## config.mk

```make
export PLATFORM = sky130hd
export DESIGN_NAME = sib_sys_integration
export DESIGN_NICKNAME = d
export VERILOG_FILES = /design/src/sib_pkg.sv /design/src/sib_sys_integration.sv
export VERILOG_INCLUDE_DIRS = /design/src
export SDC_FILE = /design/constraint.sdc
export NUM_CORES = 1
export LEC_CHECK = 0
export ABC_AREA = 1
export BUFFER_PORTS_ARGS = -buffer_cell sky130_fd_sc_hd__buf_2
export CORE_MARGIN = 4
export CORE_UTILIZATION = 53
export CTS_BUF_LIST = sky130_fd_sc_hd__clkbuf_8 sky130_fd_sc_hd__clkbuf_16
export CTS_CLUSTER_SIZE = 8
export DETAILED_ROUTE_END_ITERATION = 8
export PLACE_DENSITY = 0.93
export SETUP_SLACK_MARGIN = 0.1
export SLEW_MARGIN = 20
export SYNTH_ARGS = -nofsm -noshare
export SYNTH_HDL_FRONTEND = slang
export SYNTH_SLANG_ARGS = --single-unit
```

## constraint.sdc

```tcl
create_clock -name core_clk -period 4.36 [get_ports core_clk]
set_input_delay 0.436 -clock core_clk [delete_from_list [all_inputs] [get_ports core_clk]]
set_output_delay 0.436 -clock core_clk [all_outputs]
set_load 0.02 [all_outputs]
```

## src/sib_defs.svh

```systemverilog
// register offsets, field positions, reset values and timing counts
// assumes: included by the system integration core only
`ifndef SIB_DEFS_SVH
`define SIB_DEFS_SVH
`define SIB_ADDR_BRK_STATUS   16'hfe00
`define SIB_ADDR_RST_SOURCE   16'hfe01
`define SIB_ADDR_BRK_FLAG_CTL 16'hfe03
`define SIB_BIT_BRK_WAIT_EXIT 1
`define SIB_BIT_BRK_CLR_EN    7
`define SIB_BIT_POR           7
`define SIB_BIT_PIN           6
`define SIB_BIT_WDOG          5
`define SIB_BIT_BAD_OPCODE    4
`define SIB_BIT_BAD_ADDR      3
`define SIB_BIT_MONITOR       2
`define SIB_BIT_LOW_VOLT      1
`define SIB_RST_SOURCE_POR    8'h80
`define SIB_STOP_LONG_CYC     4096
`define SIB_STOP_SHORT_CYC    32
`define SIB_PIN_SAMPLE_CYC    32
`define SIB_RST_HOLD_CYC      32
`endif

```

## src/sib_pkg.sv

```systemverilog
// types shared by the system integration core
// assumes: nothing beyond a SystemVerilog compiler
package sib_pkg;
    typedef enum logic [2:0] {
        SIB_RESET   = 3'b000,
        SIB_PINCHK  = 3'b001,
        SIB_RUN     = 3'b010,
        SIB_WAIT    = 3'b011,
        SIB_STOP    = 3'b100,
        SIB_RECOVER = 3'b101
    } sib_state_e;
    typedef logic [7:0]  sib_byte_t;
    typedef logic [15:0] sib_addr_t;
endpackage

```

## src/sib_sys_integration.sv

```systemverilog
// system integration core: reset sequencing, break steering, flag
// protection in break, wait/stop sequencing with stop recovery counter
// assumes: one bus clock; crystal clock counted one per core_clk cycle
//
// The strobed register port was left to the implementer.
`include "sib_defs.svh"
`timescale 1ns/1ps
`default_nettype none
module sib_sys_integration #(
    parameter int STOP_LONG_CYC  = `SIB_STOP_LONG_CYC,
    parameter int STOP_SHORT_CYC = `SIB_STOP_SHORT_CYC,
    parameter int PIN_SAMPLE_CYC = `SIB_PIN_SAMPLE_CYC,
    parameter int RST_HOLD_CYC   = `SIB_RST_HOLD_CYC
) (
    input  wire logic          core_clk,
    input  wire logic          reset,
    input  wire sib_pkg::sib_addr_t regAddr,
    input  wire sib_pkg::sib_byte_t regWrData,
    input  wire logic          regWr,
    input  wire logic          regRd,
    output sib_pkg::sib_byte_t regRdData,
    input  wire logic          rstPinIn,
    output logic               rstPinOut,
    output logic               rstPinOe,
    input  wire logic          watchdogTimeout,
    input  wire logic          badOpcode,
    input  wire logic          opcodeFetch,
    input  wire logic          unmappedAccess,
    input  wire logic          monitorEntry,
    input  wire logic          vectorsErased,
    input  wire logic          irqPinHigh,
    input  wire logic          lowVoltage,
    input  wire logic          watchdogDisable,
    input  wire logic          shortStopRecovery,
    input  wire logic          oscRunInStop,
    input  wire logic          waitInstr,
    input  wire logic          stopInstr,
    input  wire logic          irqReq,
    input  wire logic          breakReq,
    input  wire logic          breakDone,
    output logic               cpuReset,
    output logic               cpuClkEn,
    output logic               periphClkEn,
    output logic               crystalClkEn,
    output logic               clearIMask,
    output logic               forceSwi,
    output logic               stackStart,
    output logic               inBreak,
    output logic               flagClearAllow,
    output logic               watchdogEnable,
    output logic               watchdogTick
);
    import sib_pkg::*;

    sib_state_e state;
    logic [11:0] cnt;
    logic        breakClearEnable;
    logic        breakWaitExit;
    sib_byte_t   rstFlags;
    sib_byte_t   srcVec;
    logic        anySrc;
    logic        extSrc;
    logic        monSrc;
    logic        rdHit;
    logic [11:0] recLast;

    function automatic logic addrIs(input sib_addr_t a, input sib_addr_t b);
        return a == b;
    endfunction

    // reset sources; the pin is ignored while we drive it and through the pin check
    assign extSrc = !rstPinIn && state != SIB_RESET && state != SIB_PINCHK;
    assign monSrc = monitorEntry && vectorsErased && irqPinHigh;
    always_comb begin
        srcVec = 8'h00;
        srcVec[`SIB_BIT_PIN]        = extSrc;
        srcVec[`SIB_BIT_WDOG]       = watchdogTimeout;
        srcVec[`SIB_BIT_BAD_OPCODE] = badOpcode;
        srcVec[`SIB_BIT_BAD_ADDR]   = opcodeFetch && unmappedAccess;
        srcVec[`SIB_BIT_MONITOR]    = monSrc;
        srcVec[`SIB_BIT_LOW_VOLT]   = lowVoltage;
    end
    // any source at all wins over sequencing, steering pulses and break state, none ranked over another
    assign anySrc = |srcVec;

    // recovery end point follows the option live on every recovery cycle
    assign recLast = shortStopRecovery ? 12'(STOP_SHORT_CYC - 1)
                                       : 12'(STOP_LONG_CYC - 1);

    // sequencer; the shared counter also acts as the prescaler
    always_ff @(posedge core_clk or posedge reset) begin
        if (reset) begin
            state <= SIB_RESET;
            cnt   <= 12'h000;
        end else if (anySrc) begin
            state <= SIB_RESET;
            cnt   <= 12'h000;
        end else begin
            cnt <= cnt + 12'h001;
            case (state)
                SIB_RESET: begin
                    if (cnt == 12'(RST_HOLD_CYC - 1)) begin
                        state <= SIB_PINCHK;
                        cnt   <= 12'h000;
                    end
                end
                SIB_PINCHK: begin
                    if (cnt == 12'(PIN_SAMPLE_CYC - 1)) begin
                        state <= SIB_RUN;
                    end
                end
                SIB_RUN: begin
                    if (!breakReq && stopInstr) begin
                        state <= SIB_STOP;
                        cnt   <= 12'h000;
                    end else if (!breakReq && waitInstr) begin
                        state <= SIB_WAIT;
                    end
                end
                SIB_WAIT: begin
                    if (irqReq || breakReq) begin
                        state <= SIB_RUN;
                    end
                end
                SIB_STOP: begin
                    cnt <= 12'h000;
                    if (irqReq || breakReq) begin
                        state <= SIB_RECOVER;
                    end
                end
                SIB_RECOVER: begin
                    if (cnt == recLast) begin
                        state <= SIB_RUN;
                    end
                end
                default: begin
                    state <= SIB_RESET;
                end
            endcase
        end
    end

    // note of a break pending across stop recovery
    logic recBreak;
    always_ff @(posedge core_clk or posedge reset) begin
        if (reset) begin
            recBreak <= 1'b0;
        end else if (state == SIB_STOP && breakReq) begin
            recBreak <= 1'b1;
        end else if (state != SIB_RECOVER) begin
            recBreak <= 1'b0;
        end
    end

    // exception steering pulses toward the CPU
    always_ff @(posedge core_clk or posedge reset) begin
        if (reset) begin
            forceSwi   <= 1'b0;
            stackStart <= 1'b0;
            clearIMask <= 1'b0;
        end else begin
            forceSwi   <= !anySrc && ((breakReq && (state == SIB_RUN || state == SIB_WAIT))
                          || (state == SIB_RECOVER && cnt == recLast && recBreak));
            stackStart <= !anySrc && ((state == SIB_WAIT && irqReq && !breakReq)
                          || (state == SIB_RECOVER && cnt == recLast && !recBreak));
            clearIMask <= !anySrc && state == SIB_RUN && !breakReq
                          && (waitInstr || stopInstr);
        end
    end

    // break state tracking, left by the CPU's return from the handler
    always_ff @(posedge core_clk or posedge reset) begin
        if (reset) begin
            inBreak <= 1'b0;
        end else if (anySrc) begin
            inBreak <= 1'b0;
        end else if (forceSwi) begin
            inBreak <= 1'b1;
        end else if (breakDone) begin
            inBreak <= 1'b0;
        end
    end

    // peripherals gate every clear step on this, so a first step taken
    // before break cannot complete inside it, and nothing restores a flag
    assign flagClearAllow = !inBreak || breakClearEnable;

    // clock gating and reset pin; pin is open drain, driven low only
    always_comb begin
        cpuReset     = state == SIB_RESET || state == SIB_PINCHK;
        cpuClkEn     = state == SIB_RUN || cpuReset;
        periphClkEn  = state != SIB_STOP && state != SIB_RECOVER;
        crystalClkEn = state != SIB_STOP || oscRunInStop;
        rstPinOut    = 1'b0;
        rstPinOe     = state == SIB_RESET;
        watchdogEnable = !watchdogDisable;
    end

    // prescaler overflow clocks the watchdog, also through wait mode
    always_ff @(posedge core_clk or posedge reset) begin
        if (reset) begin
            watchdogTick <= 1'b0;
        end else begin
            watchdogTick <= watchdogEnable && cnt == 12'hfff
                            && (state == SIB_RUN || state == SIB_WAIT);
        end
    end

    assign rdHit = regRd && addrIs(regAddr, `SIB_ADDR_RST_SOURCE);

    // reset source flags; a new source beats a clearing read
    always_ff @(posedge core_clk or posedge reset) begin
        if (reset) begin
            rstFlags <= `SIB_RST_SOURCE_POR;
        end else begin
            rstFlags <= (rdHit ? 8'h00 : rstFlags) | srcVec;
            if (state == SIB_PINCHK && cnt == 12'(PIN_SAMPLE_CYC - 1) && !rstPinIn) begin
                rstFlags[`SIB_BIT_PIN] <= 1'b1;
            end
        end
    end

    // wait exit by break; software clears it by writing a zero
    always_ff @(posedge core_clk or posedge reset) begin
        if (reset) begin
            breakWaitExit <= 1'b0;
        end else if (state == SIB_WAIT && breakReq && !anySrc) begin
            breakWaitExit <= 1'b1;
        end else if (regWr && addrIs(regAddr, `SIB_ADDR_BRK_STATUS)
                     && !regWrData[`SIB_BIT_BRK_WAIT_EXIT]) begin
            breakWaitExit <= 1'b0;
        end
    end

    // break flag clear enable, off after reset so flags stay safe
    always_ff @(posedge core_clk or posedge reset) begin
        if (reset) begin
            breakClearEnable <= 1'b0;
        end else if (regWr && addrIs(regAddr, `SIB_ADDR_BRK_FLAG_CTL)) begin
            breakClearEnable <= regWrData[`SIB_BIT_BRK_CLR_EN];
        end
    end

    // read port; data valid only in the cycle after the strobe
    always_ff @(posedge core_clk or posedge reset) begin
        if (reset) begin
            regRdData <= 8'h00;
        end else if (!regRd) begin
            regRdData <= 8'h00;
        end else if (addrIs(regAddr, `SIB_ADDR_BRK_STATUS)) begin
            regRdData <= {6'h00, breakWaitExit, 1'b0};
        end else if (rdHit) begin
            regRdData <= rstFlags;
        end else if (addrIs(regAddr, `SIB_ADDR_BRK_FLAG_CTL)) begin
            regRdData <= {breakClearEnable, 7'h00};
        end else begin
            regRdData <= 8'h00;
        end
    end
endmodule
`default_nettype wire

```

Yosys cells after proc, flatten, opt, wreduce, memory -nomap -nowiden
Cells that the tools add are included.
{ "op_classes": {"reduce_logical": 53, "muxes": 27, "n_addsub": 1, "bitwise_logic": 1, "eq_ne": 20} }
{ "op_table": {"columns": ["operator", "count"], "rows": [
  ["16-bit equality test, second input constant", 3],
  ["12-bit two-way mux", 4],
  ["8-bit two-way mux", 5],
  ["12-bit case mux with 3 select lines", 1],
  ["1-bit logical AND", 30],
  ["3-bit two-way mux", 8],
  ["3-bit case mux with 6 select lines", 1],
  ["3-bit != test, second input constant", 5],
  ["12-bit by 1-bit adder with 12-bit output, second input constant", 1],
  ["12-bit equality test", 1],
  ["12-bit equality test, second input constant", 1],
  ["12-bit by 5-bit equality test with 1-bit output, second input constant", 1],
  ["1-bit logical OR", 9],
  ["1-bit two-way mux", 8],
  ["8-bit by 7-bit bitwise OR with 8-bit output", 1],
  ["1-bit logical NOT", 7],
  ["3-bit by 2-bit equality test with 1-bit output, second input constant", 2],
  ["3-bit equality test, second input constant", 2],
  ["3-bit by 1-bit != test with 1-bit output, second input constant", 2],
  ["6-bit AND reduction", 1],
  ["3-bit nonzero test", 2],
  ["6-bit OR reduction", 1],
  ["4-bit != test, second input constant", 1],
  ["2-bit nonzero test", 2],
  ["3 further kinds", 3]
]} }
{ "totals": {"word_cells": 114, "in_bits": 45, "register_bits": 39, "output_inout_bits": 21} }

Depth between registers and ports, before layout
Gate-level depths: netlist (run 1).
{ "logic_depth": {"ltp_word": 8, "depth_mapped": 10} }

Worst setup path after synthesis (run 1)
OpenSTA, ideal clock, no wires.
{ "synth_timing": {"path_type": "register to register", "from": "reg state[2]", "to": "reg cnt[6]", "n_path_buf": 1, "setup_slack_ps": 2843, "arrival_ps": 1437, "required_ps": 4280, "setup_ps": 80, "stages_incl_launch_ff": 9, "path_cell_list": "dfrtp_1 -> inv_2 -> nand2_1 -> nor2_1 -> nand2_1 -> nand3_1 -> nand2_2 -> buf_6 -> nor3_4"} }
{ "synth_lines": {"columns": ["element", "line_no", "rtl"], "rows": [
  ["from (decl)", "sib_sys_integration.sv:55", "sib_state_e state;"],
  ["from (signal assigned)", "sib_sys_integration.sv:93", "state <= SIB_RESET;"],
  ["from (signal assigned)", "sib_sys_integration.sv:96", "state <= SIB_RESET;"],
  ["from (signal assigned)", "sib_sys_integration.sv:103", "state <= SIB_PINCHK;"],
  ["3-bit logical NOT", null, null],
  ["named net rstPinOe", "sib_sys_integration.sv:24", "output logic rstPinOe,"],
  ["12-bit case mux with 3 select lines", "sib_sys_integration.sv:100", "case (state)"],
  ["12-bit two-way mux", "sib_sys_integration.sv:95", "end else if (anySrc) begin"],
  ["to (signal assigned)", "sib_sys_integration.sv:99", "cnt <= cnt + 12'h001;"],
  ["to (decl)", "sib_sys_integration.sv:56", "logic [11:0] cnt;"]
]} }
The timed path passes the listed nets, and every way through them passes these cells.
A chain may end at the register's enable or synchronous reset.

Worst setup path in the final report (run 1)
{ "layout_timing": {"from": "reg state[1]", "to": "out crystalClkEn"} }
{ "layout_between": {"elab_chain_cells": 2} }
{ "layout_lines": {"columns": ["element", "line_no", "rtl"], "rows": [
  ["3-bit != test", "sib_sys_integration.sv:193", "crystalClkEn = state != SIB_STOP || oscRunInStop;"],
  ["1-bit logical OR", "sib_sys_integration.sv:193", null],
  ["to (decl)", "sib_sys_integration.sv:44", "output logic crystalClkEn,"]
]} }
Every way passes these cells.

==> qor.txt, run 1 <==
outcome - completed
die area - 4552 sq um
Syn. warnings - 0
Top Ports - 66
Net Switching - 0.0001387 W
Slew Viols, Final - 0
Final setup viols - 0
final worst slack - 2406 ps
Switching Fraction - 22.83%
DRC - 0
RSZ-0062 raised after global routing - no
Wirelength per Cell - 11.64 um
H-tree depth - 2
crit start category - register
FMAX - 0.5118 GHz
GP Congestion - 0.9530
Peak VDD IR - 0.0001782 V
Final nets - 341
Placement Setup Slack - 2587 ps
Starting Density - 55.73%
DP HPWL - 3095 um
register area share after synthesis - 49.47%
vias in the first global route - 1544
total wire length - 3980 um
Yosys top cell by area - dfrtp_1
Post-CTS Hold Buffers - 0
FP Rows - 21
fraction of layout cells with a size suffix above 1 - 26.69%
post-layout min period - 1954 ps
Pleak - 1.226 nW
Post-CTS Setup Bufs - 0
Tcrit/Tclk final - 44.81%
CTS Buf Count - 5
dominant cells by area after synthesis - dfrtp_1, nand2_1, nor2_1
Max Cap Viol - 0
Netlist Area Pre-Place - 1874 sq um
Worst setup EP type - primary output
placed cell count - 334
clock tree buffer depth - 2
Synth top area share - 48.06%
TritonCTS clock tree - yes
CTS sink count - 37
Pint - 0.0004689 W
Power Density - 267.3 nW/um^2
clk root buf - clkbuf_8
Post-Syn Instances - 233
met3 usage - 5.324%
slack of the worst reg-to-reg path - 2620 ps
diode count - 0
first-pass GRT wire length - 6279 um
initial antenna violation count - 0
Clock transition at path regs - 70 ps
r2r startpoint - cnt[0]
filler cell count in the final layout - 302
worst skew pair latency - 280 ps
Arr. time, crit path - 1520 ps
Reg2Reg Capture Point - cnt[2]
largest net degree at the start of global routing - 38
Sequential cell area - 927.1 sq um
Die Y - 67.47 um
GR peak layer - met2
Avg Inst Size Synth - 8.044 sq um
fin cells - 342
CP max FO - 8
CTS resizes - 0
Clock power frac - 36.7%
Port-buffer cells - 57
synth unique cells - 29
GR Overflow Total - 0
CP required - 3920 ps
CORE AREA - 3363 sq um
multi-input combinational cell area - 785.8 sq um
Setup CP Type - reg -> out
Iteration-0 DRC Markers - 118
drt first pass iters - 4
overall global routing resource usage - 18.36%
GRT met2 Usage - 31.35%
final hold violations - 0
Fin Setup TNS - 0 ps
antenna viol nets, final - 0
Comb pwr share - 6.6%
Via Count - 1704
sequential share of power - 56.7%
die width - 67.47 um
vias per std cell - 4.982
number of synthesized register bits - 37
Hold WC Path Type - in -> async
area delta synth->final - 21.30%
clk_skew - 7.700 ps
Worst Reg-to-Reg Cells - 8
grt met1 use - 22.40%
[logic make-up (layout without fill, tap and decap cells)]
| kind of cell | after synthesis | count (layout) | synth area share, % |
|---|---|---|---|
| other | 1 | 2 | 0.2001 |
| adders and majority gates | 1 | 1 | 0.6675 |
| and+or+nand+nor | 130 | 130 | 32.71 |
| xor gates and xnor gates | 3 | 3 | 1.402 |
| DFF | 37 | 37 | 49.47 |
| AOI/OAI and AO/OA | 23 | 23 | 6.743 |
| buffers and inverters | 38 | 100 | 8.811 |
[through the flow]
stage	hold slack (ps)	utilization, %	total power [W]	cell area [sq um]
finish	238.1	67.60	0.0006076	2273
global route	285.4	67.60	0.0006349	2273
detailed placement	447.1	65.14	0.0003917	2191
floorplan	423.6	-	0.0003704	1878
global placement	443.5	65.14	0.0003905	2191
CTS	247.1	67.60	0.0006149	2273
[layout by cell type, fill, tap and decap left out, types with 2 or more instances in the layout]
| cell type | instances |
|---|---|
| buf_2 | 57 |
| o21ai_0 | 10 |
| xor2_1 | 3 |
| nand2_1 | 48 |
| dfrtp_1 | 36 |
| a21oi_1 | 8 |
| nor2_2 | 3 |
| nor3_2 | 3 |
| conb_1 | 2 |
| nand4_1 | 8 |
| nor3_1 | 5 |
| nor3_4 | 2 |
| inv_1 | 34 |
| o22ai_1 | 2 |
| nor2_1 | 36 |
| nand3b_1 | 2 |
| clkbuf_8 | 5 |
| nand3_1 | 18 |
| clkinv_2 | 2 |
[synthesized netlist by cell type]
library cell  number
nor2_2             3
a21oi_2            1
o31ai_1            1
nor3_1             5
nor4_1             1
nand3b_1           2
conb_1             1
or2_2              1
and3_1             1
o21ai_0           10
nand4_1            8
inv_1             33
ha_1               1
a21boi_0           1
nand2_1           48
nor3_4             2
nor2_1            36
xor2_1             3
buf_4              2
dfrtp_1           36
o22ai_1            2
a21oi_1            8
nand3_1           18
nand2_2            1
nor2_4             1
nor3_2             3
inv_2              1
buf_6              2
dfstp_2            1
[final cells by class]
class | instances | share of cell area (%)
Sequential cell | 37 | 40.78
Tap cell | 46 | 2.532
Inverter | 34 | 5.614
Multi-Input combinational cell | 159 | 34.56
Clock inverter | 3 | 0.6054
Timing Repair Buffer | 58 | 12.88
Clock buffer | 5 | 3.027
[worst max-delay path, stage by stage, from the launching register on]
cell	delay (ps)
dfrtp_1	490
nor2_1	180
nand2_1	120
or2_2	290
buf_2	160
[how the worst max path moves through the flow]
stage / cells after the start / start / end / slack (ps)
floorplan: 8 / state[2] / cnt[6] / 2840
global placement: 8 / cnt[0] / cnt[2] / 2640
detailed placement: 9 / regAddr[3] / rstFlags[4] / 2590
CTS: 4 / state[1] / crystalClkEn / 2400
global route: 4 / state[1] / crystalClkEn / 2340
finish: 4 / state[1] / crystalClkEn / 2410
[sequential cells by signal (all words and copies together) (netlist names), 3 cells and up]
| signal | count |
|---|---|
| cnt | 12 |
| regRdData | 7 |
| rstFlags | 7 |
| state | 3 |
[power by group through the flow]
| stage | logic (W) | clock network, W | registers, W |
|---|---|---|---|
| global route | 0.0000456 | 0.000245 | 0.000344 |
| detailed placement | 0.0000405 | 0 | 0.000351 |
| finish | 0.0000401 | 0.000223 | 0.000345 |
| CTS | 0.0000408 | 0.000229 | 0.000345 |
| floorplan | 0.0000193 | 0 | 0.000351 |
| global placement | 0.0000394 | 0 | 0.000351 |
[per-layer routing]
layer  vias up  part of all wire, %
met3         7                  9.5
met2        70                   49
met1       761                   40
met4         0                  1.1
met5         -                    0
li1        866                    -
No activity file was read; power rests on OpenSTA's default activity.
==> run 2: changes to the inputs <==
- ABC_AREA: 1 -> 0
- CORE_UTILIZATION: 53 -> 49
- PLACE_DENSITY: 0.93 -> 0.88
- clock period: 4.36 -> 2 ns (I/O delays scaled with it)
==> run 2 against run 1 <==
Non-clock buffer count up 18. Clock skew is 3.6 ps lower. Cell count fell by 10%. Clock-buffer cell count unchanged. Die area rose by 5.4%. Wire length rose by 9.3%. Sequential cell count did not move. Clock power grew 130%. Synthesized area fell by 1.9%. Sequential share of layout area fell by 2.4 points. Total power increased by 120%. Largest power group unchanged. Highest routed layer unchanged.
==> qor.txt, run 2 <==
synth unique cells - 50
Syn. warnings - 0
largest net degree at the start of global routing - 38
Pleak - 1.133 nW
drt first pass iters - 4
top-count cell post-synth - dfrtp_1
area delta synth->final - 31.63%
post-synthesis adder-cell area fraction - 1.224%
clock tree buffer depth - 2
dominant cells by area after synthesis - dfrtp_1, nor2_1, xnor2_1
sequential share of power - 55.7%
register area share after synthesis - 50.41%
synth cell count leaders - dfrtp_1, nor2_1, inv_1
Hold WC Path Type - in -> async
overall global routing resource usage - 17.87%
fraction of layout cells with a size suffix above 1 - 39.85%
Fin Setup TNS - 0 ps
post-synthesis compound-gate area fraction - 11.22%
FMAX - 0.5319 GHz
Yosys top cell by area - dfrtp_1
CP max FO - 3
outcome - completed
Avg Inst Size Synth - 9.996 sq um
largest family of logic cells by synthesized area - simple AND/OR/NAND/NOR gates
Clock power frac - 37.3%
max reg flops - 12
Final nets - 306
EDFF count, synth - 0
Die Y - 69.27 um
Synth top area share - 48.98%
worst skew pair latency - 290 ps
CTS sink count - 37
Peak VDD IR - 0.0004280 V
Max Cap Viol - 0
top flop regs - cnt: 12 flops, regRdData: 7 flops, rstFlags: 7 flops
Worst setup EP type - register
H-tree depth - 2
GR Overflow Total - 0
Power Density - 556.0 nW/um^2
post-layout min period - 1880 ps
CORE AREA - 3468 sq um
final worst slack - 119.9 ps
Placement Setup Slack - -38.43 ps
FFs w/ async S/R, synth - 100.0%
commonest non-fill, non-tap cell in the layout - buf_2
slack of the worst reg-to-reg path - 120 ps
GP Congestion - 0.8248
Post-CTS Hold Buffers - 0
Switching Fraction - 23.48%
vias per std cell - 5.459
Top reg by flops - cnt
clk_skew - 4.136 ps
Synth Flop Type - dfrtp_1
TritonCTS clock tree - yes
die width - 69.27 um
FP Rows - 21
crit start category - register
antenna viol nets, final - 0
Min Hold Slack - 0.3894 ps
DRC - 0
RSZ-0062 raised after global routing - yes
XOR/XNOR Fraction of Synth Area - 4.762%
Wirelength per Cell - 14.17 um
Starting Density - 53.03%
Tcrit/Tclk final - 94.01%
Synth Area in Simple Gates - 25.37%
number of synthesized register bits - 37
first-pass GRT wire length - 7044 um
Setup CP Type - reg -> reg
die area - 4798 sq um
diode count - 0
Worst Reg-to-Reg Cells - 5
Slew Viols, Final - 0
total wire length - 4351 um
Post-Syn Instances - 184
final hold violations - 0
Netlist Area Pre-Place - 1839 sq um
Net Switching - 0.0003160 W
initial antenna violation count - 0
Top Ports - 66
Arr. time, crit path - 2050 ps
Pint - 0.001030 W
Pwr Total - 0.001346 W
Via Count - 1676
Iteration-0 DRC Markers - 71
Comb pwr share - 7.0%
most frequent cells in the layout - buf_2, dfrtp_1, nor2_1
clk root buf - clkbuf_8
CP required - 2170 ps
Clock transition at path regs - 70 ps
CTS Buf Count - 5
Final setup viols - 0
mux cell area share after synthesis - 2.789%
DP HPWL - 3161 um
Port-buffer cells - 57
vias in the first global route - 1576
==> run 2: changes by cell type after synthesis, moves of 6 or more <==
cell     previous run  this run
nand3_1            18         5
inv_1              33         9
xnor2_1             0         6
and2_1              0         7
o21ai_0            10         3
nand2_1            48         8
nor2_1             36        27
==> run 2: worst max-delay path, stage by stage, from the launching register on <==
cell	delay (ps)
dfrtp_1	390
or4_4	550
o31ai_4	210
o311a_1	270
o21ai_1	100
a32o_1	250
==> run 2: worst paths after layout <==
| check | startpoint | to |
|---|---|---|
| worst max register to register | cnt[11] | state[0] |
| worst min register to register | rstFlags[4] | rstFlags[4] |
| max in group asynchronous | reset | rstFlags[7] |
| min in group core_clk | badOpcode | rstFlags[4] |
| worst max-delay path | cnt[11] | state[0] |
| worst min-delay path | reset | cnt[4] |
==> run 2: repair_timing <==
action                     4_1_cts  5_1_grt
pin swaps                        1        8
gates resized for setup          2       13
setup endpoints to repair        4        5
setup buffers                    1        7
==> run 2: cell type report <==
class / instances / area (sq um)
Inverter: 9 / 33.78
Sequential cell: 37 / 929.6
Clock inverter: 3 / 17.52
Clock buffer: 5 / 68.82
Tap cell: 46 / 57.56
Timing Repair Buffer: 76 / 427.9
Fill cell: 270 / 1047
Multi-Input combinational cell: 131 / 885.9
==> run 2: layer usage <==
metal	global-route usage (%)	wire length (um)
met3	7.101	395
met1	20.98	1718
met2	30.72	2200
met4	3.905	36
met5	0	0
==> run 2: cells by family after synthesis <==
logic type | after synthesis
buffers and inverters | 17
AND/OR/NAND/NOR | 84
multiplexers | 5
flip-flops | 37
XOR/XNOR | 10
adder cells (fa/ha/maj) | 2
other | 1
AO/OA/AOI/OAI | 28
==> run 2: power by group through the flow <==
| stage | Combinational, W | Sequential [W] | Clock (W) |
|---|---|---|---|
| CTS | 0.0000940 | 0.000750 | 0.000518 |
| finish | 0.0000936 | 0.000750 | 0.000503 |
| detailed placement | 0.0000935 | 0.000764 | 0 |
| global placement | 0.0000900 | 0.000764 | 0 |
| floorplan | 0.0000387 | 0.000764 | 0 |
| global route | 0.000105 | 0.000749 | 0.000545 |
==> run 2: stage by stage <==
step,std cells,util (%),area [sq um]
after floorplan,185,-,1843
after global placement,291,64.25,2228
after detailed placement,291,64.25,2228
after CTS,300,67.14,2328
after global routing,307,69.81,2421
final,307,69.81,2421
==> run 3: changes to the inputs <==
- CORE_UTILIZATION: 49 -> 30
- PLACE_DENSITY: 0.88 -> 0.62
==> run 3 against run 2 <==
Clock power increased by 34%. Non-clock buffer count decreased by 1. Clock-buffer cell count increased by 1. Critical path depth increased by 1. First-iteration DRC count increased by 8.5%. Total power increased by 13%. Sequential power about the same. Largest cell class unchanged.
==> qor.txt, run 3 (same netlist as run 2, synthesis figures left out) <==
outcome - completed
first-pass GRT wire length - 6872 um
Pleak - 1.156 nW
dpl cell area - 2310 sq um
cells along the critical path - or4_1, o31ai_2, buf_4, o311a_4, o21ai_1, a32o_1
Power Density - 611.5 nW/um^2
Min Hold Slack - 0.8419 ps
fin cells - 335
clk root buf - clkbuf_8
diode count - 0
GR Overflow Total - 0
TritonCTS clock tree - yes
Final setup viols - 0
Starting Density - 31.07%
top flop regs - cnt: 12 flops, regRdData: 7 flops, rstFlags: 7 flops
final hold violations - 0
total wire length - 4362 um
largest net degree at the start of global routing - 38
CTS Buf Count - 5
RSZ-0062 raised after global routing - yes
vias in the first global route - 1522
Placement Setup Slack - 4.474 ps
final worst slack - 115.3 ps
initial antenna violation count - 0
area delta synth->final - 35.17%
vias per std cell - 4.788
Die Y - 86.30 um
Via Count - 1604
Max Cap Viol - 0
crit-path leading delay family - compound AO/OA/AOI/OAI gates
DRC - 0
CORE AREA - 5921 sq um
clk_skew - 4.970 ps
Top Ports - 66
Bufs and invs on worst path - 1
antenna viol nets, final - 0
DP HPWL - 3229 um
grt met1 use - 13.37%
Slew Viols, Final - 0
post-route cell area - 2486 sq um
overall global routing resource usage - 11.51%
clock tree buffer depth - 2
post-layout min period - 1885 ps
Iteration-0 DRC Markers - 77
met3 usage - 4.658%
CP max FO - 3
H-tree depth - 2
max reg flops - 12
Setup CP Type - reg -> reg
Final nets - 305
Hold WC Path Type - in -> async
placed cell count - 326
Wirelength per Cell - 13.02 um
Clock transition at path regs - 80 ps
GRT met2 Usage - 20.18%
commonest non-fill, non-tap cell in the layout - buf_2
Tcrit/Tclk final - 94.23%
Worst path slowest cell - or4_1
FP Rows - 28
Port-buffer cells - 57
drt first pass iters - 4
CP required - 2180 ps
CP peak stage delay - 550 ps
CTS sink count - 37
die area - 7448 sq um
Post-CTS Hold Buffers - 0
most frequent cells in the layout - buf_2, dfrtp_1, nor2_1
worst skew pair latency - 290 ps
Top reg by flops - cnt
crit start category - register
GP Congestion - 0.8038
Peak VDD IR - 0.0002765 V
Worst setup EP type - register
fraction of layout cells with a size suffix above 1 - 38.46%
die width - 86.30 um
Arr. time, crit path - 2060 ps
GR peak layer - met2
FMAX - 0.5306 GHz
-- run 3: what timing repair did --
item,CTS,global route
setup endpoints to repair,5,5
resized for setup,6,7
pin swaps,3,2
buffers inserted,1,0
-- run 3: tightest hold or removal path: cells and delay by family --
kind,cells,cell delay [ps]
buf+inv,3,520
-- run 3: where the power goes --
group,internal (W),total [W],switching (W)
clock network,0.000405,0.000676,0.000271
registers,0.000749,0.000750,0.000000738
logic,0.0000417,0.0000945,0.0000528
total,0.00120,0.00152,0.000324
-- run 3: cell type report --
cell class | count | area (sq um)
fill | 564 | 3435
sequential | 37 | 929.6
multi-input combinational | 131 | 888.4
timing repair buffer | 75 | 420.4
tap | 75 | 93.84
clock buffer | 6 | 82.58
clock inverter | 2 | 37.54
inverter | 9 | 33.78
-- run 3: final timing paths --
path | from | end | slack [ps] | depth (start not counted)
setup reg to reg | cnt[11] | state[0] | 120 | 6
hold reg to reg | cnt[0] | cnt[0] | 450 | 1
max in group asynchronous | reset | rstFlags[7] | 1650 | 3
hold / removal | reset | cnt[7] | 0.8 | 3
min in group core_clk | watchdogTimeout | rstFlags[5] | 120 | 2
setup / recovery | cnt[11] | state[0] | 120 | 6
-- run 3: per-layer routing --
metal | wire, um | up-vias | part of all wire, %
met1 | 1847 | 751 | 42
met4 | 28 | 0 | 0.64
met2 | 2035 | 57 | 47
li1 | - | 792 | -
met3 | 450 | 4 | 10
met5 | 0 | - | 0
-- run 3: through the flow --
stage	util [%]	TNS, ps	total power [W]
floorplan	-	0	0.0008028
global placement	39.01	-6.992	0.0008583
detailed placement	39.01	0	0.0008589
CTS	41.36	0	0.001548
global route	41.99	0	0.001580
finish	41.99	0	0.001520
